<file path="config.mk">
export PLATFORM = sky130hd
export DESIGN_NAME = cidac_top
export DESIGN_NICKNAME = d
export VERILOG_FILES = /design/src/cidac_pkg.sv /design/src/cidac_top.sv
export VERILOG_INCLUDE_DIRS = /design/src
export SDC_FILE = /design/constraint.sdc
export NUM_CORES = 1
export LEC_CHECK = 0
export ABC_AREA = 1
export BUFFER_PORTS_ARGS = -buffer_cell sky130_fd_sc_hd__buf_2
export CELL_PAD_IN_SITES_DETAIL_PLACEMENT = 0
export CELL_PAD_IN_SITES_GLOBAL_PLACEMENT = 2
export CORE_MARGIN = 8
export CORE_UTILIZATION = 27
export DETAILED_ROUTE_END_ITERATION = 7
export PLACE_DENSITY = 0.94
export SYNTH_ARGS = -nofsm -noshare
export SYNTH_HDL_FRONTEND = slang
export SYNTH_SLANG_ARGS = --single-unit
export TNS_END_PERCENT = 50
</file>
<file path="constraint.sdc">
create_clock -name i_clk -period 1.7 [get_ports i_clk]
set_clock_uncertainty 0.05 [all_clocks]
set_input_delay 0.34 -clock i_clk [delete_from_list [all_inputs] [get_ports i_clk]]
set_output_delay 0.34 -clock i_clk [all_outputs]
set_load 0.02 [all_outputs]
</file>
<file path="src/cidac_regs.svh">
// register offsets, field positions and reset values of the id and aux control bank
`ifndef CIDAC_REGS_SVH
`define CIDAC_REGS_SVH

`define CIDAC_ADDR_IRQ_LINES   32'hE000E004
`define CIDAC_ADDR_AUX_CTRL    32'hE000E008
`define CIDAC_ADDR_CP_POWER    32'hE000E00C
`define CIDAC_ADDR_AUX_CTRL_NS 32'hE002E008
`define CIDAC_ADDR_REVISION    32'hE000ECFC
`define CIDAC_ADDR_CACHE_GEOM  32'hE000ED80
`define CIDAC_ADDR_CACHE_SEL   32'hE000ED84

`define CIDAC_AUX_RESET        32'h00000000
`define CIDAC_CSEL_RESET       1'h0
`define CIDAC_AUX_RW_MASK      32'h08038CFC
`define CIDAC_BIT_RUW          27
`define CIDAC_BIT_DI_HI        17
`define CIDAC_BIT_DI_LO        16
`define CIDAC_BIT_RUR          15
`define CIDAC_BIT_EV_EN        14
`define CIDAC_BIT_EV_LOCK      13
`define CIDAC_BIT_TR_FLUSH     12
`define CIDAC_BIT_LOOP_BR      5
`define CIDAC_BIT_LOOP         4
`define CIDAC_BIT_FOLD         2

`define CIDAC_GEOM_ATTR        4'hF
`define CIDAC_WAYS_INSTR       10'h001
`define CIDAC_WAYS_DATA        10'h003
`define CIDAC_LINE_CODE        3'h1
`define CIDAC_DI_FULL          2'h0
`define CIDAC_DI_NO_ARITH      2'h1

`endif

</file>
<file path="src/cidac_pkg.sv">
// types shared by the id and aux control bank
package cidac_pkg;
  typedef logic [31:0] cidac_word_t;
endpackage

</file>
<file path="src/cidac_top.sv">
// identification, cache geometry and auxiliary control register bank
`timescale 1ns/100ps
`default_nettype none
`include "cidac_regs.svh"

// Operation
// - cache level field reads zero, writes ignored
// - side select bit picks which geometry shown
// - selection privileged only, one copy per security
// - absent selected cache reads all zeros
// - geometry read-only, banked, follows selection
// - four top geometry attribute bits read one
// - ways two for instruction, four for data
// - line code reads one: eight words
// - revision unprivileged faults; nonsecure reads zero
// - revision readable by enabled unprivileged debugger
// - revision low nibble mirrors pin, read-only
// - aux privileged only, banked, nonsecure alias
// - aux control fields clear on reset; flush disable on cold reset only
// - read-under-write block waits for writes
// - dual issue limit codes full or noarith
// - read-under-read block waits for reads
// - event enable drives event port, shared
// - event lock keeps enable secure only
// - flush disable ignores request, ready high
// - loop disable overrides loop branch prediction
// - fold disable stops all dual issue
module cidac_top #(
  parameter bit          INSTR_CACHE_PRESENT = 1'b1,
  parameter bit          DATA_CACHE_PRESENT  = 1'b1,
  parameter bit          SECURITY_EXT        = 1'b1,
  parameter logic [14:0] INSTR_SETS_CODE     = 15'h007F,
  parameter logic [14:0] DATA_SETS_CODE      = 15'h003F,
  parameter logic [3:0]  IRQ_LINES_CODE      = 4'h0,
  parameter logic [27:0] REVISION_UPPER      = 28'h0000000
) (
  input  wire logic        i_clk,
  input  wire logic        i_resetn,
  input  wire logic        i_cold_resetn,
  input  wire logic        i_req,
  input  wire logic        i_write,
  input  wire logic [31:0] i_addr,
  input  wire logic [31:0] i_wdata,
  input  wire logic        i_priv,
  input  wire logic        i_secure,
  input  wire logic        i_debug,
  input  wire logic        i_dbg_uid_en_s,
  input  wire logic        i_dbg_uid_en_ns,
  input  wire logic [3:0]  i_revision_number,
  input  wire logic        i_axi_writes_pending,
  input  wire logic        i_axi_reads_pending,
  input  wire logic        i_crit_read_req,
  input  wire logic        i_event_in,
  input  wire logic        i_trace_flush_valid,
  input  wire logic        i_trace_flush_done,
  output logic             o_ack,
  output logic             o_fault,
  output cidac_pkg::cidac_word_t o_rdata,
  output logic             o_crit_read_allow,
  output logic             o_dual_issue_en,
  output logic             o_arith_dual_en,
  output logic             o_loops_en,
  output logic             o_loop_pred_en,
  output logic             o_event_out,
  output logic             o_trace_flush_ready
);

  logic        csel_s_q;
  logic        csel_ns_q;
  logic [31:0] aux_s_q;
  logic [31:0] aux_ns_q;
  logic        ev_en_q;
  logic        ev_lock_q;
  logic        tr_flush_q;
  logic        sel_cur;
  logic        bank_ns;
  logic        is_priv_ok;
  logic [31:0] geom;
  logic [31:0] aux_view;
  logic [31:0] rdata_d;
  logic        fault_d;
  logic        wr_csel;
  logic        wr_aux;

  // alias address always targets the nonsecure copy
  assign bank_ns    = !i_secure || (i_addr == `CIDAC_ADDR_AUX_CTRL_NS);
  assign sel_cur    = i_secure ? csel_s_q : csel_ns_q;
  assign is_priv_ok = i_priv;

  // geometry follows this state's own selection
  always_comb begin
    geom = 32'h00000000;
    if (sel_cur) begin
      if (INSTR_CACHE_PRESENT) begin
        geom = {`CIDAC_GEOM_ATTR, INSTR_SETS_CODE, `CIDAC_WAYS_INSTR,
                `CIDAC_LINE_CODE};
      end
    end else begin
      if (DATA_CACHE_PRESENT) begin
        geom = {`CIDAC_GEOM_ATTR, DATA_SETS_CODE, `CIDAC_WAYS_DATA,
                `CIDAC_LINE_CODE};
      end
    end
  end

  always_comb begin
    aux_view = bank_ns ? aux_ns_q : aux_s_q;
    aux_view[`CIDAC_BIT_TR_FLUSH] = tr_flush_q;
    aux_view[`CIDAC_BIT_EV_EN]    = (bank_ns && ev_lock_q) ? 1'b0 : ev_en_q;
    aux_view[`CIDAC_BIT_EV_LOCK]  = bank_ns ? 1'b0 : ev_lock_q;
  end

  // read decode and fault; writes to read-only words are ignored
  always_comb begin
    rdata_d = 32'h00000000;
    fault_d = 1'b0;
    wr_csel = 1'b0;
    wr_aux  = 1'b0;
    if (i_addr == `CIDAC_ADDR_CACHE_SEL) begin
      if (!is_priv_ok) begin
        fault_d = 1'b1;
      end else begin
        rdata_d = {31'h00000000, sel_cur};
        wr_csel = i_write;
      end
    end else if (i_addr == `CIDAC_ADDR_CACHE_GEOM) begin
      if (!is_priv_ok) begin
        fault_d = 1'b1;
      end else begin
        rdata_d = geom;
      end
    end else if (i_addr == `CIDAC_ADDR_REVISION) begin
      if (i_debug && (i_dbg_uid_en_s || i_dbg_uid_en_ns)) begin
        rdata_d = {REVISION_UPPER, i_revision_number};
      end else if (!is_priv_ok) begin
        fault_d = 1'b1;
      end else if (!(SECURITY_EXT && !i_secure)) begin
        rdata_d = {REVISION_UPPER, i_revision_number};
      end
    end else if (i_addr == `CIDAC_ADDR_AUX_CTRL ||
                 (i_addr == `CIDAC_ADDR_AUX_CTRL_NS && i_secure)) begin
      if (!is_priv_ok) begin
        fault_d = 1'b1;
      end else begin
        rdata_d = aux_view;
        wr_aux  = i_write;
      end
    end else if (i_addr == `CIDAC_ADDR_IRQ_LINES) begin
      rdata_d = {28'h0000000, IRQ_LINES_CODE};
    end else if (i_addr == `CIDAC_ADDR_CP_POWER) begin
      rdata_d = 32'h00000000;
    end
  end

  always_ff @(posedge i_clk or negedge i_resetn) begin
    if (!i_resetn) begin
      o_ack   <= 1'b0;
      o_fault <= 1'b0;
      o_rdata <= 32'h00000000;
    end else begin
      o_ack   <= i_req;
      o_fault <= i_req && fault_d;
      o_rdata <= (i_req && !i_write && !fault_d) ? rdata_d : 32'h00000000;
    end
  end

  // one selection copy per security state
  always_ff @(posedge i_clk or negedge i_resetn) begin
    if (!i_resetn) begin
      csel_s_q  <= `CIDAC_CSEL_RESET;
      csel_ns_q <= `CIDAC_CSEL_RESET;
    end else if (i_req && wr_csel) begin
      if (i_secure) begin
        csel_s_q <= i_wdata[0];
      end else begin
        csel_ns_q <= i_wdata[0];
      end
    end
  end

  // banked aux copies; event and flush bits live apart
  always_ff @(posedge i_clk or negedge i_resetn) begin
    if (!i_resetn) begin
      aux_s_q  <= `CIDAC_AUX_RESET;
      aux_ns_q <= `CIDAC_AUX_RESET;
    end else if (i_req && wr_aux) begin
      if (bank_ns) begin
        aux_ns_q <= i_wdata & `CIDAC_AUX_RW_MASK;
      end else begin
        aux_s_q <= i_wdata & `CIDAC_AUX_RW_MASK;
      end
    end
  end

  // shared event bits, cleared by warm reset
  always_ff @(posedge i_clk or negedge i_resetn) begin
    if (!i_resetn) begin
      ev_en_q   <= 1'b0;
      ev_lock_q <= 1'b0;
    end else if (i_req && wr_aux) begin
      if (!(bank_ns && ev_lock_q)) begin
        ev_en_q <= i_wdata[`CIDAC_BIT_EV_EN];
      end
      if (!bank_ns) begin
        ev_lock_q <= i_wdata[`CIDAC_BIT_EV_LOCK];
      end
    end
  end

  // flush disable survives warm reset, only cold reset clears it
  always_ff @(posedge i_clk or negedge i_cold_resetn) begin
    if (!i_cold_resetn) begin
      tr_flush_q <= 1'b0;
    end else if (i_resetn && i_req && wr_aux) begin
      tr_flush_q <= i_wdata[`CIDAC_BIT_TR_FLUSH];
    end
  end

  // feature controls ignore the running state; only the secure copy steers the core
  always_ff @(posedge i_clk or negedge i_resetn) begin
    if (!i_resetn) begin
      o_crit_read_allow <= 1'b0;
      o_dual_issue_en   <= 1'b0;
      o_arith_dual_en   <= 1'b0;
      o_loops_en        <= 1'b0;
      o_loop_pred_en    <= 1'b0;
    end else begin
      o_crit_read_allow <= i_crit_read_req &&
        !(aux_s_q[`CIDAC_BIT_RUW] && i_axi_writes_pending) &&
        !(aux_s_q[`CIDAC_BIT_RUR] && i_axi_reads_pending);
      o_dual_issue_en   <= !aux_s_q[`CIDAC_BIT_FOLD];
      o_arith_dual_en   <= !aux_s_q[`CIDAC_BIT_FOLD] &&
        (aux_s_q[`CIDAC_BIT_DI_HI:`CIDAC_BIT_DI_LO] == `CIDAC_DI_FULL);
      o_loops_en        <= !aux_s_q[`CIDAC_BIT_LOOP];
      o_loop_pred_en    <= !aux_s_q[`CIDAC_BIT_LOOP] &&
        !aux_s_q[`CIDAC_BIT_LOOP_BR];
    end
  end

  always_ff @(posedge i_clk or negedge i_resetn) begin
    if (!i_resetn) begin
      o_event_out         <= 1'b0;
      o_trace_flush_ready <= 1'b0;
    end else begin
      o_event_out         <= ev_en_q && i_event_in;
      o_trace_flush_ready <= tr_flush_q ? 1'b1 :
        (i_trace_flush_valid && i_trace_flush_done);
    end
  end

  property p_geom_attr;
    @(posedge i_clk) disable iff (!i_resetn)
      (i_req && !i_write && i_priv && i_addr == `CIDAC_ADDR_CACHE_GEOM && sel_cur &&
       INSTR_CACHE_PRESENT)
      |=> (o_rdata[31:28] == 4'hF && o_rdata[12:3] == 10'h001 && o_rdata[2:0] == 3'h1);
  endproperty
  a_geom_attr: assert property (p_geom_attr) else $error("geometry fields wrong");

  property p_geom_data;
    @(posedge i_clk) disable iff (!i_resetn)
      (i_req && !i_write && i_priv && i_addr == `CIDAC_ADDR_CACHE_GEOM && !sel_cur &&
       DATA_CACHE_PRESENT)
      |=> (o_rdata[12:3] == 10'h003);
  endproperty
  a_geom_data: assert property (p_geom_data) else $error("data ways wrong");

  property p_unpriv_fault;
    @(posedge i_clk) disable iff (!i_resetn)
      (i_req && !i_priv && !i_debug && i_addr == `CIDAC_ADDR_AUX_CTRL) |=> o_fault;
  endproperty
  a_unpriv_fault: assert property (p_unpriv_fault) else $error("no fault");

  property p_rev_pin;
    @(posedge i_clk) disable iff (!i_resetn)
      (i_req && !i_write && i_priv && i_secure && i_addr == `CIDAC_ADDR_REVISION)
      |=> (o_rdata[3:0] == $past(i_revision_number));
  endproperty
  a_rev_pin: assert property (p_rev_pin) else $error("revision pin mismatch");

  property p_level_zero;
    @(posedge i_clk) disable iff (!i_resetn)
      (i_req && i_addr == `CIDAC_ADDR_CACHE_SEL) |=> (o_rdata[3:1] == 3'h0);
  endproperty
  a_level_zero: assert property (p_level_zero) else $error("level not zero");

  property p_ruw_block;
    @(posedge i_clk) disable iff (!i_resetn)
      (aux_s_q[`CIDAC_BIT_RUW] && i_axi_writes_pending) |=> !o_crit_read_allow;
  endproperty
  a_ruw_block: assert property (p_ruw_block) else $error("read passed writes");

  property p_fold;
    @(posedge i_clk) disable iff (!i_resetn)
      aux_s_q[`CIDAC_BIT_FOLD] |=> (!o_dual_issue_en && !o_arith_dual_en);
  endproperty
  a_fold: assert property (p_fold) else $error("dual issue not off");

  property p_flush_high;
    @(posedge i_clk) disable iff (!i_resetn)
      tr_flush_q |=> o_trace_flush_ready;
  endproperty
  a_flush_high: assert property (p_flush_high) else $error("flush ready low");

  property p_sel_unpriv;
    @(posedge i_clk) disable iff (!i_resetn)
      (i_req && !i_priv && i_addr == `CIDAC_ADDR_CACHE_SEL) |=> o_fault;
  endproperty
  a_sel_unpriv: assert property (p_sel_unpriv) else $error("selection no fault");

  property p_geom_absent;
    @(posedge i_clk) disable iff (!i_resetn)
      (i_req && !i_write && i_priv && i_addr == `CIDAC_ADDR_CACHE_GEOM &&
       (sel_cur ? !INSTR_CACHE_PRESENT : !DATA_CACHE_PRESENT))
      |=> (o_rdata == 32'h00000000);
  endproperty
  a_geom_absent: assert property (p_geom_absent) else $error("geometry not zero");

  property p_rev_nonsec;
    @(posedge i_clk) disable iff (!i_resetn)
      (i_req && !i_write && i_priv && !i_secure && !i_debug && SECURITY_EXT &&
       i_addr == `CIDAC_ADDR_REVISION) |=> (o_rdata == 32'h00000000);
  endproperty
  a_rev_nonsec: assert property (p_rev_nonsec) else $error("revision not zero");

  property p_rev_debug;
    @(posedge i_clk) disable iff (!i_resetn)
      (i_req && !i_write && i_debug && (i_dbg_uid_en_s || i_dbg_uid_en_ns) &&
       i_addr == `CIDAC_ADDR_REVISION)
      |=> (!o_fault && o_rdata[3:0] == $past(i_revision_number));
  endproperty
  a_rev_debug: assert property (p_rev_debug) else $error("debug revision wrong");

  // checked while reset is low, so no disable here
  property p_aux_reset;
    @(posedge i_clk)
      !i_resetn |-> (aux_s_q == `CIDAC_AUX_RESET && aux_ns_q == `CIDAC_AUX_RESET &&
                     !ev_en_q && !ev_lock_q);
  endproperty
  a_aux_reset: assert property (p_aux_reset) else $error("aux not cleared");

  property p_rur_block;
    @(posedge i_clk) disable iff (!i_resetn)
      (aux_s_q[`CIDAC_BIT_RUR] && i_axi_reads_pending) |=> !o_crit_read_allow;
  endproperty
  a_rur_block: assert property (p_rur_block) else $error("read passed reads");

  property p_di_limit;
    @(posedge i_clk) disable iff (!i_resetn)
      (aux_s_q[`CIDAC_BIT_DI_HI:`CIDAC_BIT_DI_LO] == `CIDAC_DI_NO_ARITH) |=> !o_arith_dual_en;
  endproperty
  a_di_limit: assert property (p_di_limit) else $error("arith dual still on");

  property p_di_full;
    @(posedge i_clk) disable iff (!i_resetn)
      (!aux_s_q[`CIDAC_BIT_FOLD] && aux_s_q[`CIDAC_BIT_DI_HI:`CIDAC_BIT_DI_LO] == `CIDAC_DI_FULL)
      |=> (o_dual_issue_en && o_arith_dual_en);
  endproperty
  a_di_full: assert property (p_di_full) else $error("dual issue off");

  property p_loop_off;
    @(posedge i_clk) disable iff (!i_resetn)
      aux_s_q[`CIDAC_BIT_LOOP] |=> (!o_loops_en && !o_loop_pred_en);
  endproperty
  a_loop_off: assert property (p_loop_off) else $error("loops still on");

  property p_event_idle;
    @(posedge i_clk) disable iff (!i_resetn)
      !ev_en_q |=> !o_event_out;
  endproperty
  a_event_idle: assert property (p_event_idle) else $error("event port active");

  property p_ns_lock_rd;
    @(posedge i_clk) disable iff (!i_resetn)
      (i_req && !i_write && i_priv && !i_secure && i_addr == `CIDAC_ADDR_AUX_CTRL)
      |=> !o_rdata[`CIDAC_BIT_EV_LOCK];
  endproperty
  a_ns_lock_rd: assert property (p_ns_lock_rd) else $error("lock visible");

  property p_lock_hold;
    @(posedge i_clk) disable iff (!i_resetn)
      (i_req && i_write && !i_secure && ev_lock_q)
      |=> ($stable(ev_en_q) && $stable(ev_lock_q));
  endproperty
  a_lock_hold: assert property (p_lock_hold) else $error("event bits changed");

endmodule
`default_nettype wire

</file>
==> metrics.md <==
| Metric | Value |
|---|---|
| Final setup vio count | `0` |
| Max IR drop VDD | `~380 µV` |
| Overall routing resource usage | `between 10% and 20%` |
| H-tree Lvls | `3` |
| Vias in the first global route | `2815` |
| Cell depth of the worst flop-to-flop path | `5` |
| Slew HR | `between 60% and 70%` |
| Max Cap Viol | `0` |
| Fraction of the yosys area taken by sequential cells | `around 50%` |
| Port-buffer cells | `99` |
| Largest net degree at the start of global routing | `42` |
| ANT cells | `0` |
| Cell Pwr Density | `between 700 and 800 nW/µm²` |
| Antenna Nets Post-Route | `0` |
| Deepest clock path buffer count | `2` |
| Residual DRC | `0` |
| First-pass GRT wire length | `13400 µm` |
| DR vias | `between 2000 and 3000` |
| RSZ-0062 raised after global routing | `no` |
| Most frequent CP cell | `nand2_1` |
| Reg-to-reg slack, setup | `around 460 ps` |
| Drt initial violations | `between 150 and 200` |
| Share of cells above drive strength 1 | `34.3%` |
| Die width | `119 µm` |
| Achievable Freq | `around 670 MHz` |
| Worst Hold End | `o_ack$_DFF_PN0_` |
| Worst r2r src | `csel_ns_q$_DFFE_PN0P_` |
| Hold slack | `between 90 and 100 ps` |
| Post-Route Utilization | `about two fifths` |
| Post-route cell area | `~4000 µm²` |
| Initial cell density of the core | `roughly 28%` |
| Sink Count | `57` |
| Worst Hold Launch | `i_req` |
| Min Tclk post-route | `1500 ps` |
| Most common cell after layout, fill and taps aside | `buf_2` |
| Die ar. | `approximately 14000 µm²` |
| DP Wirelength | `around 6400 µm` |
| Placeable Area | `approximately 10000 µm²` |
| Leak | `around 2.2 nW` |
| Final hold violations | `0` |
| CTS root buffer | `clkbuf_8` |
| Nets | `574` |
| Synthesized cell area | `2840 µm²` |
| Slowest-stage cell, CP | `nor2_1` |
| Vias/cell | `4.17` |
| Top-level I/O count | `about 130` |
| FF-to-FF End | `o_rdata[4]$_DFF_PN0_` |
| Synthesis-to-finish area growth | `39.7%` |
| Crit end category | `flip-flop` |
| Die height | `119 µm` |
| Initial antenna violation count | `1` |
| CTS tree | `yes` |
| Fin Setup TNS | `0 ps` |
| Status | `finished clean` |
| Worst-Margin Slew | `just over 500 ps` |
| Synthesis Warnings | `0` |
| Num rows | `37` |
| Final Slew Violations | `0` |
| Placement Cell Area | `~3700 µm²` |
| CTS Buf Count | `9` |
| Filler cells | `1079` |
| Worst-Skew Late Latency | `between 300 and 400 ps` |
| Hold Path Stages | `1` |
| Worst Hold Class | `primary input to flip-flop` |
| Leading cell types in the layout, fill and taps excluded | `99 x buf_2, 86 x nand2_1, 57 x dfrtp_1` |
| Period utilization | `~88%` |
| Worst-path cell chain | `buf_2 > nor2_1 > nand2_1 > nor2_1 > nand2_1 > nor2_1 > nand3_1 > nand3_1 > nand2_1 > nand2_1 > buf_4 > a21oi_1` |
| DR WL/cell | `12.5 µm` |
| Gr ovfl total | `0` |
| Worst path max stage delay | `approximately 200 ps` |
| #FFs+latches synth | `57` |
| Worst Path Max Fanout | `3` |
| WP data required | `approximately 1900 ps` |
| Distinct cells, synth | `27` |
| Crit path launch type | `primary input` |
| Pre-antenna DRT Iters | `4` |
| Avg Cell Area, Syn | `between 7 and 8 µm²` |
| Post-Route WL | `7920 µm` |
| Crit Path Class | `primary input to flip-flop` |
| Syn Inst Count | `355` |
| GP Congestion | `between 0.7 and 0.8` |
| Clk slew on worst S/H paths | `60 ps` |
| CTS resizes | `0` |
| Worst Path Arrival | `1670 ps` |
routing by layer:
| layer | global-route usage, % | part of all wire [%] | vias up | wire length [µm] |
|---|---|---|---|---|
| met1 | 12.9 | 42 | 1183 | 3310 |
| li1 | - | - | 1373 | - |
| met2 | 19.9 | 50 | 63 | 3960 |
| met3 | 4.85 | 6.8 | 9 | 539 |
| met4 | 3.79 | 1.2 | 2 | 93 |
| met5 | 0 | 0.13 | - | 10 |
registers in the layout, indices dropped and copies added, names as in the netlist:
register             flops
o_dual_issue_en          1
ev_lock_q                1
aux_ns_q                12
o_loop_pred_en           1
o_event_out              1
csel_s_q                 1
o_fault                  1
tr_flush_q               1
o_loops_en               1
aux_s_q                 12
o_arith_dual_en          1
ev_en_q                  1
csel_ns_q                1
o_ack                    1
o_rdata                 19
o_crit_read_allow        1
o_trace_flush_ready      1
area by class of cell:
cell class	count	area [µm²]	share of cell area, %
Clock inverter	6	82.6	2.08
Inverter	44	165	4.16
Timing Repair Buffer	138	868	21.9
Sequential cell	57	1430	36.0
Clock buffer	10	128	3.22
Tap cell	136	170	4.29
Multi-Input combinational cell	240	1130	28.4
synthesized netlist by cell type, drive strengths merged:
cell type / number / area, µm²
buf: 19 / 140
inv: 44 / 165
dfrtp: 57 / 1430
o211ai: 6 / 45.0
nand3: 24 / 125
a21oi: 11 / 55.1
nor4: 1 / 6.26
nand4: 8 / 50.1
nor2: 53 / 216
and2: 1 / 6.26
conb: 1 / 3.75
nor3: 5 / 25.0
nor3b: 1 / 18.8
nand2: 90 / 358
clkbuf: 3 / 11.3
nor2b: 1 / 6.26
o21ai: 30 / 180
critical path: cells and delay by family:
kind / cells / cell delay, ps
compound gates: 1 / 40
buf+inv: 2 / 230
simple gates: 9 / 1060
kinds of logic (layout without fill, tap and decap cells):
family	after synthesis	after routing	synth area share [%]
and+or+nand+nor	184	184	28.6
buffers and inverters	66	198	11.2
other	1	9	0.132
AOI/OAI and AO/OA	47	47	9.87
DFF	57	57	50.2
through the flow:
stage | std cells | worst slack [ps] | power, mW
finish | 631 | 198 | 2.98
global placement | 613 | -114 | 1.65
detailed placement | 613 | -158 | 1.65
global route | 631 | 11.6 | 3.10
floorplan | 363 | 57.2 | 1.49
CTS | 631 | 194 | 3.03
what timing repair did:
| action | 4_1_cts | 5_1_grt |
|---|---|---|
| buffers inserted | 0 | 0 |
| hold endpoints to repair | 16 | 0 |
| hold buffers | 2 | 0 |
worst max-delay path by stage:
stage	from	end	slack, ps
after floorplan	i_addr[19]	aux_ns_q[17]$_DFFE_PN0P_	60
after CTS	i_addr[19]	o_rdata[0]$_DFF_PN0_	190
after global placement	i_addr[19]	aux_s_q[11]$_DFFE_PN0P_	-110
after global routing	i_addr[21]	aux_s_q[3]$_DFFE_PN0P_	10
final	i_addr[19]	o_rdata[0]$_DFF_PN0_	200
after detailed placement	i_addr[19]	aux_s_q[5]$_DFFE_PN0P_	-160
report_power, final:
| group | switching (mW) | total (mW) | internal, mW |
|---|---|---|---|
| Sequential | 0.000683 | 1.36 | 1.36 |
| Clock | 0.531 | 1.35 | 0.817 |
| Combinational | 0.153 | 0.270 | 0.118 |
| Total | 0.684 | 2.98 | 2.29 |
Power figures use the tool's default switching activity.
